## src/pkg/hcel_pkg.sv

```systemverilog
// package: constants, types and address map for the hub config loader
package hcel_pkg;
    // register word indices on the plain register port
    localparam logic [3:0] RegPortNum = 4'h0;
    localparam logic [3:0] RegBoostUp = 4'h1;
    localparam logic [3:0] RegBoostDn = 4'h2;
    localparam logic [3:0] RegStatCmd = 4'h3;
    localparam logic [3:0] RegLoadCtl = 4'h4;
    localparam logic [3:0] RegLoadSts = 4'h5;
    localparam logic [3:0] RegMask12 = 4'h6;
    localparam logic [3:0] RegMask34 = 4'h7;
    // eeprom byte addresses
    localparam logic [7:0] EeSig = 8'h00;
    localparam logic [7:0] EeMacLo = 8'h01;
    localparam logic [7:0] EeMacHi = 8'h06;
    localparam logic [7:0] EeFsPoll = 8'h07;
    localparam logic [7:0] EeHsPoll = 8'h08;
    localparam logic [7:0] EeFlags = 8'h09;
    localparam logic [7:0] EeMaxPwr = 8'h0a;
    localparam logic [7:0] EePortNum = 8'h28;
    localparam logic [7:0] EeDisSelf = 8'h2a;
    localparam logic [7:0] EeDisBus = 8'h2b;
    localparam logic [7:0] EeRemap12 = 8'h36;
    localparam logic [7:0] EeRemap34 = 8'h37;
    localparam logic [7:0] EeBoostUp = 8'h38;
    localparam logic [7:0] EeBoostDn = 8'h39;
    localparam logic [7:0] EeLast = 8'h39;
    localparam logic [7:0] EeSigVal = 8'ha5;
    localparam logic [7:0] WpLast = 8'hfe;
    // field layout and masks
    localparam int RemapBit = 3;
    localparam int SoftRstBit = 1;
    localparam int AttachBit = 0;
    localparam logic [7:0] PortNumMask = 8'h08;
    localparam logic [7:0] BoostUpMask = 8'h03;
    localparam logic [7:0] BoostDnMask = 8'hfc;
    // hardware defaults
    localparam logic [47:0] DefMac = 48'hffff_ffff_ffff;
    localparam logic [7:0] DefFsPoll = 8'h01;
    localparam logic [7:0] DefHsPoll = 8'h04;
    localparam logic [7:0] DefFlags = 8'h05;
    localparam logic [7:0] DefMaxPwr = 8'h01;
    localparam logic [7:0] DefZero = 8'h00;
    localparam logic [1:0] BoostNorm = 2'h0;
    localparam logic [1:0] Boost4 = 2'h1;
    localparam logic [1:0] Boost8 = 2'h2;
    localparam logic [1:0] Boost12 = 2'h3;
    // loader states, one-hot
    typedef enum logic [3:0] {
        LdIdle = 4'h1,
        LdSig = 4'h2,
        LdRead = 4'h4,
        LdWait = 4'h8
    } hcel_state_e;
    // load scope
    typedef enum logic [1:0] {
        ScopeAll = 2'h0,
        ScopeEth = 2'h1,
        ScopeMac = 2'h2
    } hcel_scope_e;
    // ethernet settings bundle
    typedef struct packed {
        logic [47:0] mac;
        logic [7:0] fsPoll;
        logic [7:0] hsPoll;
        logic [7:0] flags;
        logic [7:0] maxPwr;
    } hcel_eth_s;
    // eeprom read port
    typedef struct packed {
        logic req;
        logic [7:0] addr;
    } hcel_eereq_s;
endpackage : hcel_pkg

```

## src/rtl/hcel_loader.sv

```systemverilog
// hub configuration loader: eeprom auto-load, hub config registers, port numbering
`timescale 1ns/1ps
// Overview of operation
// - bit 3 of port config picks remap
// - standard mode shifts enabled ports down contiguously
// - disable mask from 2Ah self, 2Bh bus
// - remap mode uses bytes 36h and 37h
// - upstream boost in bits 1:0, default zero
// - downstream boost fields ports 4,3,2
// - boost code 0..3 adds 0/4/8/12 percent
// - soft reset restores pin-reset register defaults
// - soft reset bit self-clears during reset
// - attach zero holds configuration, no upstream presence
// - attach one signals attach, write-protects 00h-FEh
// - attach resets one, write once, pin reset sets and re-arms
// - read byte 0, load only if A5h
// - bad signature uses defaults, mac all ones
// - usb, power-on, pin, ethernet resets start load
// - power-on or pin reset reloads everything
// - usb reset reloads only the mac
// - ethernet reset or reload loads ethernet part
// - port numbering byte comes from 28h
module hcel_loader
    import hcel_pkg::*;
#(
    parameter int NumPorts = 4
) (
    input wire logic sys_clk, // 10 mhz system clock
    input wire logic rst_n, // power-on reset, async low
    input wire logic clkEn, // freezes all state when low
    input wire logic extResetPulse, // external reset pin seen, one cycle
    input wire logic usbResetPulse, // usb bus reset, one cycle
    input wire logic ethSoftResetPulse, // ethernet soft reset, one cycle
    input wire logic selfPowered, // 1 = self-powered operation
    input wire logic [3:0] regAddr, // register word index
    input wire logic [7:0] regWdata, // register write data
    input wire logic regWr, // register write strobe
    input wire logic regRd, // register read strobe
    output logic [7:0] regRdata, // read data, cycle after strobe
    output hcel_eereq_s eeReq, // eeprom byte read request
    input wire logic eeAck, // eeprom data valid, one cycle
    input wire logic [7:0] eeData, // eeprom read byte
    output hcel_eth_s ethCfg, // ethernet settings
    output logic [1:0] upBoost, // upstream boost code
    output logic [7:0] dnBoost, // ports 4..2 boost codes in 7:2
    output logic [7:0] portLogical, // logical number per port, 2 bits each
    output logic [3:0] portEnable, // physical port enables
    output logic usbAttach, // present on upstream bus
    output logic loadBusy // loader running
);
    hcel_state_e state_r, state_nxt;
    hcel_scope_e scope_r;
    logic [7:0] addr_r;
    logic [7:0] portNum_r, upstream_drive_boost_r, boostDn_r, disSelf_r, disBus_r, remap12_r, remap34_r;
    logic attach_r, attachWritten_r, sigOk_r, loadBusy_r, reqOut_r, usbAtt_r;
    hcel_eth_s eth_r;
    logic [7:0] rdata_r, portLog_r;
    logic [3:0] portEn_r;

    // reset and load triggers
    wire hwReset = extResetPulse; // pin reset clears the hub bytes and sets attach again
    wire softRst = regWr && regAddr == RegStatCmd && regWdata[SoftRstBit];
    wire startAll = extResetPulse;
    wire startEth = ethSoftResetPulse || (regWr && regAddr == RegLoadCtl && regWdata[0]);
    wire startMac = usbResetPulse;
    wire anyStart = startAll || startEth || startMac;

    // writes to the config space are blocked once attached
    wire wrProt = attach_r && ({4'h0, regAddr} <= WpLast);
    wire cfgWr = regWr && !wrProt && !softRst;
    wire attachWr = regWr && regAddr == RegStatCmd && !attachWritten_r;

    // loader sequencing: signature first, then walk the map
    wire sigGood = eeData == EeSigVal;
    wire lastAddr = (scope_r == ScopeMac) ? (addr_r == EeMacHi) :
                    (scope_r == ScopeEth) ? (addr_r == EeMaxPwr) : (addr_r == EeLast);
    always_comb
    begin
        state_nxt = state_r;
        unique case (state_r)
            LdIdle: if (anyStart) state_nxt = LdSig;
            LdSig: if (eeAck) state_nxt = sigGood ? LdRead : LdIdle;
            LdRead: state_nxt = LdWait;
            LdWait: if (eeAck) state_nxt = lastAddr ? LdIdle : LdRead;
            default: state_nxt = LdIdle;
        endcase
    end

    // loader state, scope and address
    always_ff @(posedge sys_clk or negedge rst_n)
    begin
        if (!rst_n)
        begin
            state_r <= LdSig; // power-on starts a full load
            scope_r <= ScopeAll;
            addr_r <= EeSig;
            reqOut_r <= 1'b1;
        end
        else if (clkEn)
        begin
            state_r <= state_nxt;
            if (state_r == LdIdle && anyStart)
            begin
                scope_r <= startAll ? ScopeAll : (startEth ? ScopeEth : ScopeMac);
                addr_r <= EeSig;
            end
            else if (state_r == LdSig && eeAck)
                addr_r <= EeMacLo;
            else if (state_r == LdWait && eeAck)
                addr_r <= addr_r + 8'h01;
            // request held until answered, since the eeprom may take any number of cycles
            reqOut_r <= state_nxt != LdIdle;
        end
    end

    // ethernet settings: defaults, or bytes from the eeprom
    always_ff @(posedge sys_clk or negedge rst_n)
    begin
        if (!rst_n)
        begin
            eth_r <= '{DefMac, DefFsPoll, DefHsPoll, DefFlags, DefMaxPwr};
            sigOk_r <= 1'b0;
        end
        else if (clkEn)
        begin
            if (state_r == LdSig && eeAck)
            begin
                sigOk_r <= sigGood;
                if (!sigGood && scope_r != ScopeMac)
                    eth_r <= '{DefMac, DefFsPoll, DefHsPoll, DefFlags, DefMaxPwr};
                else if (!sigGood)
                    eth_r.mac <= DefMac;
            end
            else if (state_r == LdWait && eeAck)
            begin
                if (addr_r >= EeMacLo && addr_r <= EeMacHi)
                    eth_r.mac <= {eth_r.mac[39:0], eeData};
                else if (addr_r == EeFsPoll)
                    eth_r.fsPoll <= eeData;
                else if (addr_r == EeHsPoll)
                    eth_r.hsPoll <= eeData;
                else if (addr_r == EeFlags)
                    eth_r.flags <= eeData;
                else if (addr_r == EeMaxPwr)
                    eth_r.maxPwr <= eeData;
            end
        end
    end

    // hub config bytes, cleared by pin and soft reset, loaded only on full loads
    wire hubLd = state_r == LdWait && eeAck && scope_r == ScopeAll;
    wire hubDef = hwReset || softRst;
    always_ff @(posedge sys_clk or negedge rst_n)
    begin
        if (!rst_n)
        begin
            portNum_r <= DefZero;
            upstream_drive_boost_r <= DefZero;
            boostDn_r <= DefZero;
            disSelf_r <= DefZero;
            disBus_r <= DefZero;
            remap12_r <= DefZero;
            remap34_r <= DefZero;
        end
        else if (clkEn)
        begin
            if (hubDef)
            begin
                portNum_r <= DefZero;
                upstream_drive_boost_r <= DefZero;
                boostDn_r <= DefZero;
                disSelf_r <= DefZero;
                disBus_r <= DefZero;
                remap12_r <= DefZero;
                remap34_r <= DefZero;
            end
            else if (hubLd)
            begin
                if (addr_r == EePortNum) portNum_r <= eeData & PortNumMask;
                if (addr_r == EeDisSelf) disSelf_r <= eeData;
                if (addr_r == EeDisBus) disBus_r <= eeData;
                if (addr_r == EeRemap12) remap12_r <= eeData;
                if (addr_r == EeRemap34) remap34_r <= eeData;
                if (addr_r == EeBoostUp) upstream_drive_boost_r <= eeData & BoostUpMask;
                if (addr_r == EeBoostDn) boostDn_r <= eeData & BoostDnMask;
            end
            else if (cfgWr)
            begin
                if (regAddr == RegPortNum) portNum_r <= regWdata & PortNumMask;
                if (regAddr == RegBoostUp) upstream_drive_boost_r <= regWdata & BoostUpMask;
                if (regAddr == RegBoostDn) boostDn_r <= regWdata & BoostDnMask;
                if (regAddr == RegMask12) remap12_r <= regWdata;
                if (regAddr == RegMask34) remap34_r <= regWdata;
            end
        end
    end

    // attach bit: set at reset, one write allowed, only pin reset re-arms it
    always_ff @(posedge sys_clk or negedge rst_n)
    begin
        if (!rst_n)
        begin
            attach_r <= 1'b1;
            attachWritten_r <= 1'b0;
        end
        else if (clkEn)
        begin
            if (hwReset)
            begin
                attach_r <= 1'b1;
                attachWritten_r <= 1'b0;
            end
            else if (attachWr)
            begin
                attach_r <= regWdata[AttachBit];
                attachWritten_r <= 1'b1;
            end
        end
    end

    // port numbering: standard shifts enabled ports down, remap uses nibbles
    wire remapMode = portNum_r[RemapBit];
    wire [7:0] disMask = selfPowered ? disSelf_r : disBus_r;
    logic [7:0] stdLog;
    logic [3:0] stdEn;
    always_comb
    begin
        logic [1:0] next;
        next = 2'h0;
        stdLog = 8'h00;
        stdEn = 4'h0;
        for (int p = 0; p < NumPorts; p++)
        begin
            if (!disMask[p + 1])
            begin
                stdLog[2 * p +: 2] = next;
                stdEn[p] = 1'b1;
                next = next + 2'h1;
            end
        end
    end
    wire [7:0] remapLog = {remap34_r[5:4], remap34_r[1:0], remap12_r[5:4], remap12_r[1:0]};

    // register read mux; reserved bits come back zero
    wire [7:0] stsByte = {6'h00, 1'b0, attach_r};
    wire [7:0] rdMux = (regAddr == RegPortNum) ? portNum_r :
                       (regAddr == RegBoostUp) ? upstream_drive_boost_r :
                       (regAddr == RegBoostDn) ? boostDn_r :
                       (regAddr == RegStatCmd) ? stsByte :
                       (regAddr == RegLoadSts) ? {6'h00, sigOk_r, loadBusy_r} :
                       (regAddr == RegMask12) ? remap12_r :
                       (regAddr == RegMask34) ? remap34_r : DefZero;

    // output flops; attach gated so host sees nothing in configuration state
    always_ff @(posedge sys_clk or negedge rst_n)
    begin
        if (!rst_n)
        begin
            rdata_r <= DefZero;
            portLog_r <= DefZero;
            portEn_r <= 4'h0;
            loadBusy_r <= 1'b1;
            usbAtt_r <= 1'b0;
        end
        else if (clkEn)
        begin
            rdata_r <= regRd ? rdMux : DefZero;
            portLog_r <= remapMode ? remapLog : stdLog;
            portEn_r <= remapMode ? 4'hf : stdEn;
            loadBusy_r <= state_nxt != LdIdle;
            usbAtt_r <= attach_r && state_nxt == LdIdle;
        end
    end

    assign regRdata = rdata_r;
    assign eeReq = '{reqOut_r, addr_r};
    assign ethCfg = eth_r;
    assign upBoost = upstream_drive_boost_r[1:0];
    assign dnBoost = boostDn_r;
    assign portLogical = portLog_r;
    assign portEnable = portEn_r;
    assign usbAttach = usbAtt_r;
    assign loadBusy = loadBusy_r;
endmodule : hcel_loader

```

## config.mk

```make
export PLATFORM = sky130hd
export DESIGN_NAME = hcel_loader
export DESIGN_NICKNAME = d
export VERILOG_FILES = /design/src/pkg/hcel_pkg.sv /design/src/rtl/hcel_loader.sv
export SDC_FILE = /design/constraint.sdc
export NUM_CORES = 1
export LEC_CHECK = 0
export BUFFER_PORTS_ARGS = -buffer_cell sky130_fd_sc_hd__buf_2
export CAP_MARGIN = 20
export CORE_AREA = 2 2 162 164
export DETAILED_ROUTE_END_ITERATION = 6
export DIE_AREA = 0 0 164 166
export PLACE_DENSITY = 0.46
export SYNTH_ARGS = -nofsm -noshare
export SYNTH_HDL_FRONTEND = slang
export SYNTH_SLANG_ARGS = --single-unit
```

## constraint.sdc

```tcl
create_clock -name sys_clk -period 3.8 [get_ports sys_clk]
set_clock_uncertainty 0.05 [all_clocks]
set_input_delay 0.19 -clock sys_clk [delete_from_list [all_inputs] [get_ports sys_clk]]
set_output_delay 0.19 -clock sys_clk [all_outputs]
set_load 0.02 [all_outputs]
```

# ---- Yosys cells after proc, flatten, opt, wreduce, memory -nomap -nowiden
# Index checks and enable logic that the tools add are counted.
dict set report op_classes {
  addsub 3
  reduce_logical 57
  n_lt_le_gt_ge 2
  n_eq_ne 40
  muxes 83
}
# cell count
set op_table {}
lappend op_table {{two-way mux 8 bit} 42}
lappend op_table {{two-way mux 80 bit} 2}
lappend op_table {{two-way mux 48 bit} 3}
lappend op_table {{two-way mux 32 bit} 2}
lappend op_table {{== test 8 x 6 -> 1 bit, second input constant} 7}
lappend op_table {{two-way mux 5 bit} 7}
lappend op_table {{== test 8 x 4 -> 1 bit, second input constant} 3}
lappend op_table {{two-way mux 24 bit} 1}
lappend op_table {{AND reduction 4 bit} 6}
lappend op_table {{nonzero test 3 bit} 7}
lappend op_table {{== test 4 x 3 -> 1 bit, second input constant} 5}
lappend op_table {{nonzero test 2 bit} 10}
lappend op_table {{== test 8 x 3 -> 1 bit, second input constant} 2}
lappend op_table {{two-way mux 16 bit} 1}
lappend op_table {{two-way mux 4 bit} 4}
lappend op_table {{one-hot mux 4 bit (4 select lines)} 1}
lappend op_table {{!= test 3 x 1 -> 1 bit, second input constant} 5}
lappend op_table {{logical AND 1 bit} 14}
lappend op_table {{two-way mux 2 bit} 7}
lappend op_table {{== test 4 x 1 -> 1 bit, second input constant} 3}
lappend op_table {{== test 4 x 2 -> 1 bit, second input constant} 3}
lappend op_table {{two-way mux 1 bit} 11}
lappend op_table {{!= test 2 bit, second input constant} 5}
lappend op_table {{adder 8 x 1 -> 8 bit, second input constant} 1}
lappend op_table {{other kinds (21)} 33}
dict set report totals {
  word_cells 208
  ff_bits 169
  inputBits 30
}

# ---- Logic depth before layout (Yosys ltp)
dict set report logic_depth {
  ltp_word 10
  ltp_mapped 9
}

# ---- Worst setup path before layout
# No wires, ideal clock.
dict set report synth_path {
  path_type {flip-flop to flip-flop}
  from {register state_r[2]}
  to {register remap12_r[0]}
  synth_period_minus_slack_ns 2.564
  required_time_ns 3.625
  path_stages_with_launch 9
  setup_time_ns 0.125
  t_arrival_ns 2.390
  path_buffers 3
  setup_slack_ns 1.236
  path_cell_list {dfrtp_1 > buf_6 > or4b_4 > or3_1 > buf_6 > nand2b_1 > o221a_2 > buf_4 > mux2_2}
}
dict set report synth_between {
  elab_chain_len 5
  elab_cells_between_ends 9
}
# element line
set synth_rtl {}
lappend synth_rtl {{start, declared} hcel_loader.sv:51} ;# hcel_state_e state_r, state_nxt;
lappend synth_rtl {{start signal, assigned} hcel_loader.sv:94} ;# state_r <= LdSig;
lappend synth_rtl {{start signal, assigned} hcel_loader.sv:101} ;# state_r <= state_nxt;
lappend synth_rtl {{== test 4 bit *} hcel_loader.sv:151} ;# wire hubLd = state_r == LdWait && eeAck && scope_r == ScopeAll;
lappend synth_rtl {{logical AND 1 bit * (2 in series)} hcel_loader.sv:151}
lappend synth_rtl {{!= test 3 x 1 -> 1 bit (no line), or another cell as far along} n/a}
lappend synth_rtl {{AND reduction 4 bit (no line) / two-way mux 8 bit (equally long branches)} n/a}
lappend synth_rtl {{end signal, assigned} hcel_loader.sv:162} ;# remap12_r <= DefZero;
lappend synth_rtl {{end signal, assigned} hcel_loader.sv:174} ;# remap12_r <= DefZero;
lappend synth_rtl {{end signal, assigned} hcel_loader.sv:182} ;# if (addr_r == EeRemap12) remap12_r <= eeData;
lappend synth_rtl {{end, declared} hcel_loader.sv:54} ;# logic [7:0] portNum_r, upstream_drive_boost_r, boostDn_r, disSelf_r, disBus_r, remap12_r, remap34_r;
# Every way passes the cells marked *; elsewhere a longest branch is shown, timed or not.
# A chain may end at the register's enable or synchronous reset.

# ---- Final worst setup path
dict set report layout_path {
  from {register state_r[2]}
  to {register remap12_r[6]}
}
# The elaborated chain is that of the path after synthesis.

==> summary.txt <==
Outcome
  – Status: finished clean

Worst setup path
  – Crit Path Max Fanout: 10
  – Req. time, crit path: 4.06 ns
  – Slowest-stage cell, CP: or4b_4
  – FF-to-FF Start: state_r[2]
  – Critical path class: register to register
  – Worst Setup SP: state_r[2]
  – Critical Path, Cell by Cell: or4b_4 > or3_1 > nand2b_1 > o221a_2 > mux2_2
  – Flop2flop setup slack: 0.94 ns
  – WP data arrival: 3.11 ns
  – Worst path max stage delay: 0.62 ns
  – Startpoint types: register
  – CP endpoint kind: register

Synthesis
  – Syn avg cell area: 11.4 um^2
  – Asr flop ratio synth: 100%
  – Number of synthesized flops with an enable pin: 0
  – Ys flop type: dfrtp_1
  – Synth cell types: 65
  – Register area share after synthesis: 51.7%
  – Synth Instances: 659
  – Syn Std Cell Area: 7500 um^2
  – Yosys reg bits: 152
  – Syn. warnings: 0

Cells and area
  – Synth-to-Final Area Change: 22.2%
  – Most frequent cells in the layout: buf_2, dfrtp_1, dfstp_2, mux2_2, nor4_1
  – Commonest non-fill, non-tap cell in the layout: buf_2
  – Layout cell share with drive strength beyond 1: 45.8%
  – ANT cells: 0
  – Area of the multi-input gates: 3350 um^2
  – Filler Cell Count: 2559
  – Register cell area after layout: 3870 um^2
  – Final #Nets: 827

Place
  – Detailed Place HPWL: 14900 um
  – IO Port Bufs: 148
  – Final RePlAce weighted congestion: 0.775

Route
  – Routed wire per std cell: 19.3 um
  – Initial DRT Pass Iterations: 4
  – Residual DRC count: 0
  – DRT antenna net count: 0
  – DR vias/cell: 4.98
  – Final wirelength: 21900 um
  – Via Count: 5666
  – Drt initial violations: 303

STA
  – Setup_tns: 0 ns
  – Final Hold Viols: 0
  – Max_slew headroom: 34.7%
  – Final setup viols: 0
  – Max Clk Rate: 350 MHz
  – Worst Tran Pin Value: 0.979 ns
  – Final hold slack: 0.0345 ns
  – Max Slew Vio Count: 0
  – RSZ-0062 raised after global routing: false
  – Fin crit period: 2.86 ns
  – Final worst path period share: 75.2%

Clock tree
  – Clk_lat worst skew: 0.42 ns
  – Post-CTS Setup Bufs: 0
  – Root Driver: clkbuf_16
  – Deepest clock path buffer count: 2
  – CTS Sinks: 152
  – TritonCTS Buffers: 17
  – Post-CTS resize count: 0
  – Reg clk slew, reported paths: 0.07 ns
  – Hold Buf Count CTS: 4
  – CTS tree: done
  – H-Tree Depth: 4

Min path
  – HP Start: regRd
  – Worst hold path type: input port to register

Flow run
  – Maxcap violations: 0

Die
  – Die W: 164 um
  – Ports: 151
  – Initial core utilization: 29.3%
  – Full die area: 27200 um^2
  – Chip Height: 166 um
  – FP Rows: 59
  – Core area: 25600 um^2

GRT
  – Tot GR Track Use: 16.3%
  – Largest net degree at the start of global routing: 100
  – First-pass GRT wire length: 34300 um
  – Grt ovf: 0
  – Vias in the first global route: 5704
  – Initial antenna violation count: 0

Power and ir drop
  – Pwr/cell area: 542 nW/um^2
  – LEAKAGE: 0.00415 uW
  – Worst ir drop on vdd: 0.288 mV
-- per-stage QoR --
stage               std cells  worst slack [ns]  cell area [um^2]  total power [uW]  util, %
floorplan                 660              1.24              7500              2910        -
global placement         1101              1.03              8550              3330     33.4
detailed placement       1101             0.953              8550              3330     33.4
CTS                      1137             0.961              9160              5040     35.8
global route             1137             0.812              9160              5240     35.8
finish                   1137             0.944              9160              4970     35.8
-- sequential cells by signal, indices dropped and copies added, names as in the netlist --
register and flops:
addr_r 8, attachWritten_r 1, attach_r 1, disBus_r 4, disSelf_r 4, dnBoost 6
ethCfg 80, loadBusy 1, portEnable 4, portLogical 8, portNum_r 1, regRdata 8
remap12_r 8, remap34_r 8, scope_r 2, sigOk_r 1, state_r 4, upstream_drive_boost_r 2
usbAttach 1
-- worst paths after layout --
| check | endpoint | cells past startpoint |
|---|---|---|
| max | remap12_r[6] | 5 |
| max reg2reg | remap12_r[6] | 5 |
| min reg2reg | regRdata[5] | 1 |
| max in group asynchronous | remap12_r[6] | 3 |
| min | regRdata[3] | 3 |
| min in group asynchronous | ethCfg[1] | 2 |
-- report_power, final --
part	switching, uW	internal (uW)
clock network	745	928
logic	727	443
registers	226	1900
total	1700	3270
-- routing by layer --
metal | share of wire (%) | routed length (um) | track usage (%)
met2 | 46 | 10100 | 24.5
met5 | 0 | 0 | 0
met1 | 49 | 10800 | 23.4
met3 | 3.5 | 774 | 3.55
met4 | 1.4 | 297 | 4.81
-- worst max-delay path: cells and delay by family (launching register included) --
| family | cells | cell delay, ns |
|---|---|---|
| AOI/OAI and AO/OA | 1 | 0.40 |
| DFF | 1 | 0.47 |
| and+or+nand+nor | 3 | 1.44 |
| muxes | 1 | 0.37 |
-- synth_stat cells, types with 3 or more instances --
cell type  instances  share of area [%]
nand3_1            7               0.47
nor2_1            39                2.0
buf_2              8               0.53
o21ai_0           16                1.1
o21ba_2           46                6.1
nand3b_1           7               0.70
mux2i_1           14                1.9
a21o_1             3               0.30
a22oi_1            3               0.30
and3_1             8               0.67
a22o_1            10                1.2
buf_1              3               0.15
nand2b_1           9               0.75
nor4b_1            6               0.70
dfstp_2           56                 20
clkbuf_1          34                1.7
buf_4              4               0.40
and2_1            11               0.92
ha_1               8                1.3
nor2b_1            6               0.50
nor3_1             7               0.47
dfrtp_1           96                 32
mux2_4             7                1.4
nor4_1            53                4.4
mux2_2            55                8.3
inv_1             17               0.85
o2bb2ai_1         12                1.4
nand2_1           30                1.5
a21oi_1           35                2.3
-- cells by family after synthesis --
kind of cell	synth area share (%)
other	0.0500
adder cells (fa/ha/maj)	1.33
multiplexers	11.5
AO/OA/AOI/OAI	16.6
flip-flops	51.7
AND/OR/NAND/NOR	14.7
buffers and inverters	3.94
XOR/XNOR	0.234
-- layout make-up --
class                   instances  area share [%]
well taps                     335            4.57
clock inverters                13            1.09
flip-flops and latches        152            42.3
multi-input cells             440            36.6
inverters                      17           0.696
repair buffers                161            9.60
clock buffers                  19            5.19
Power figures use the tool's default switching activity.
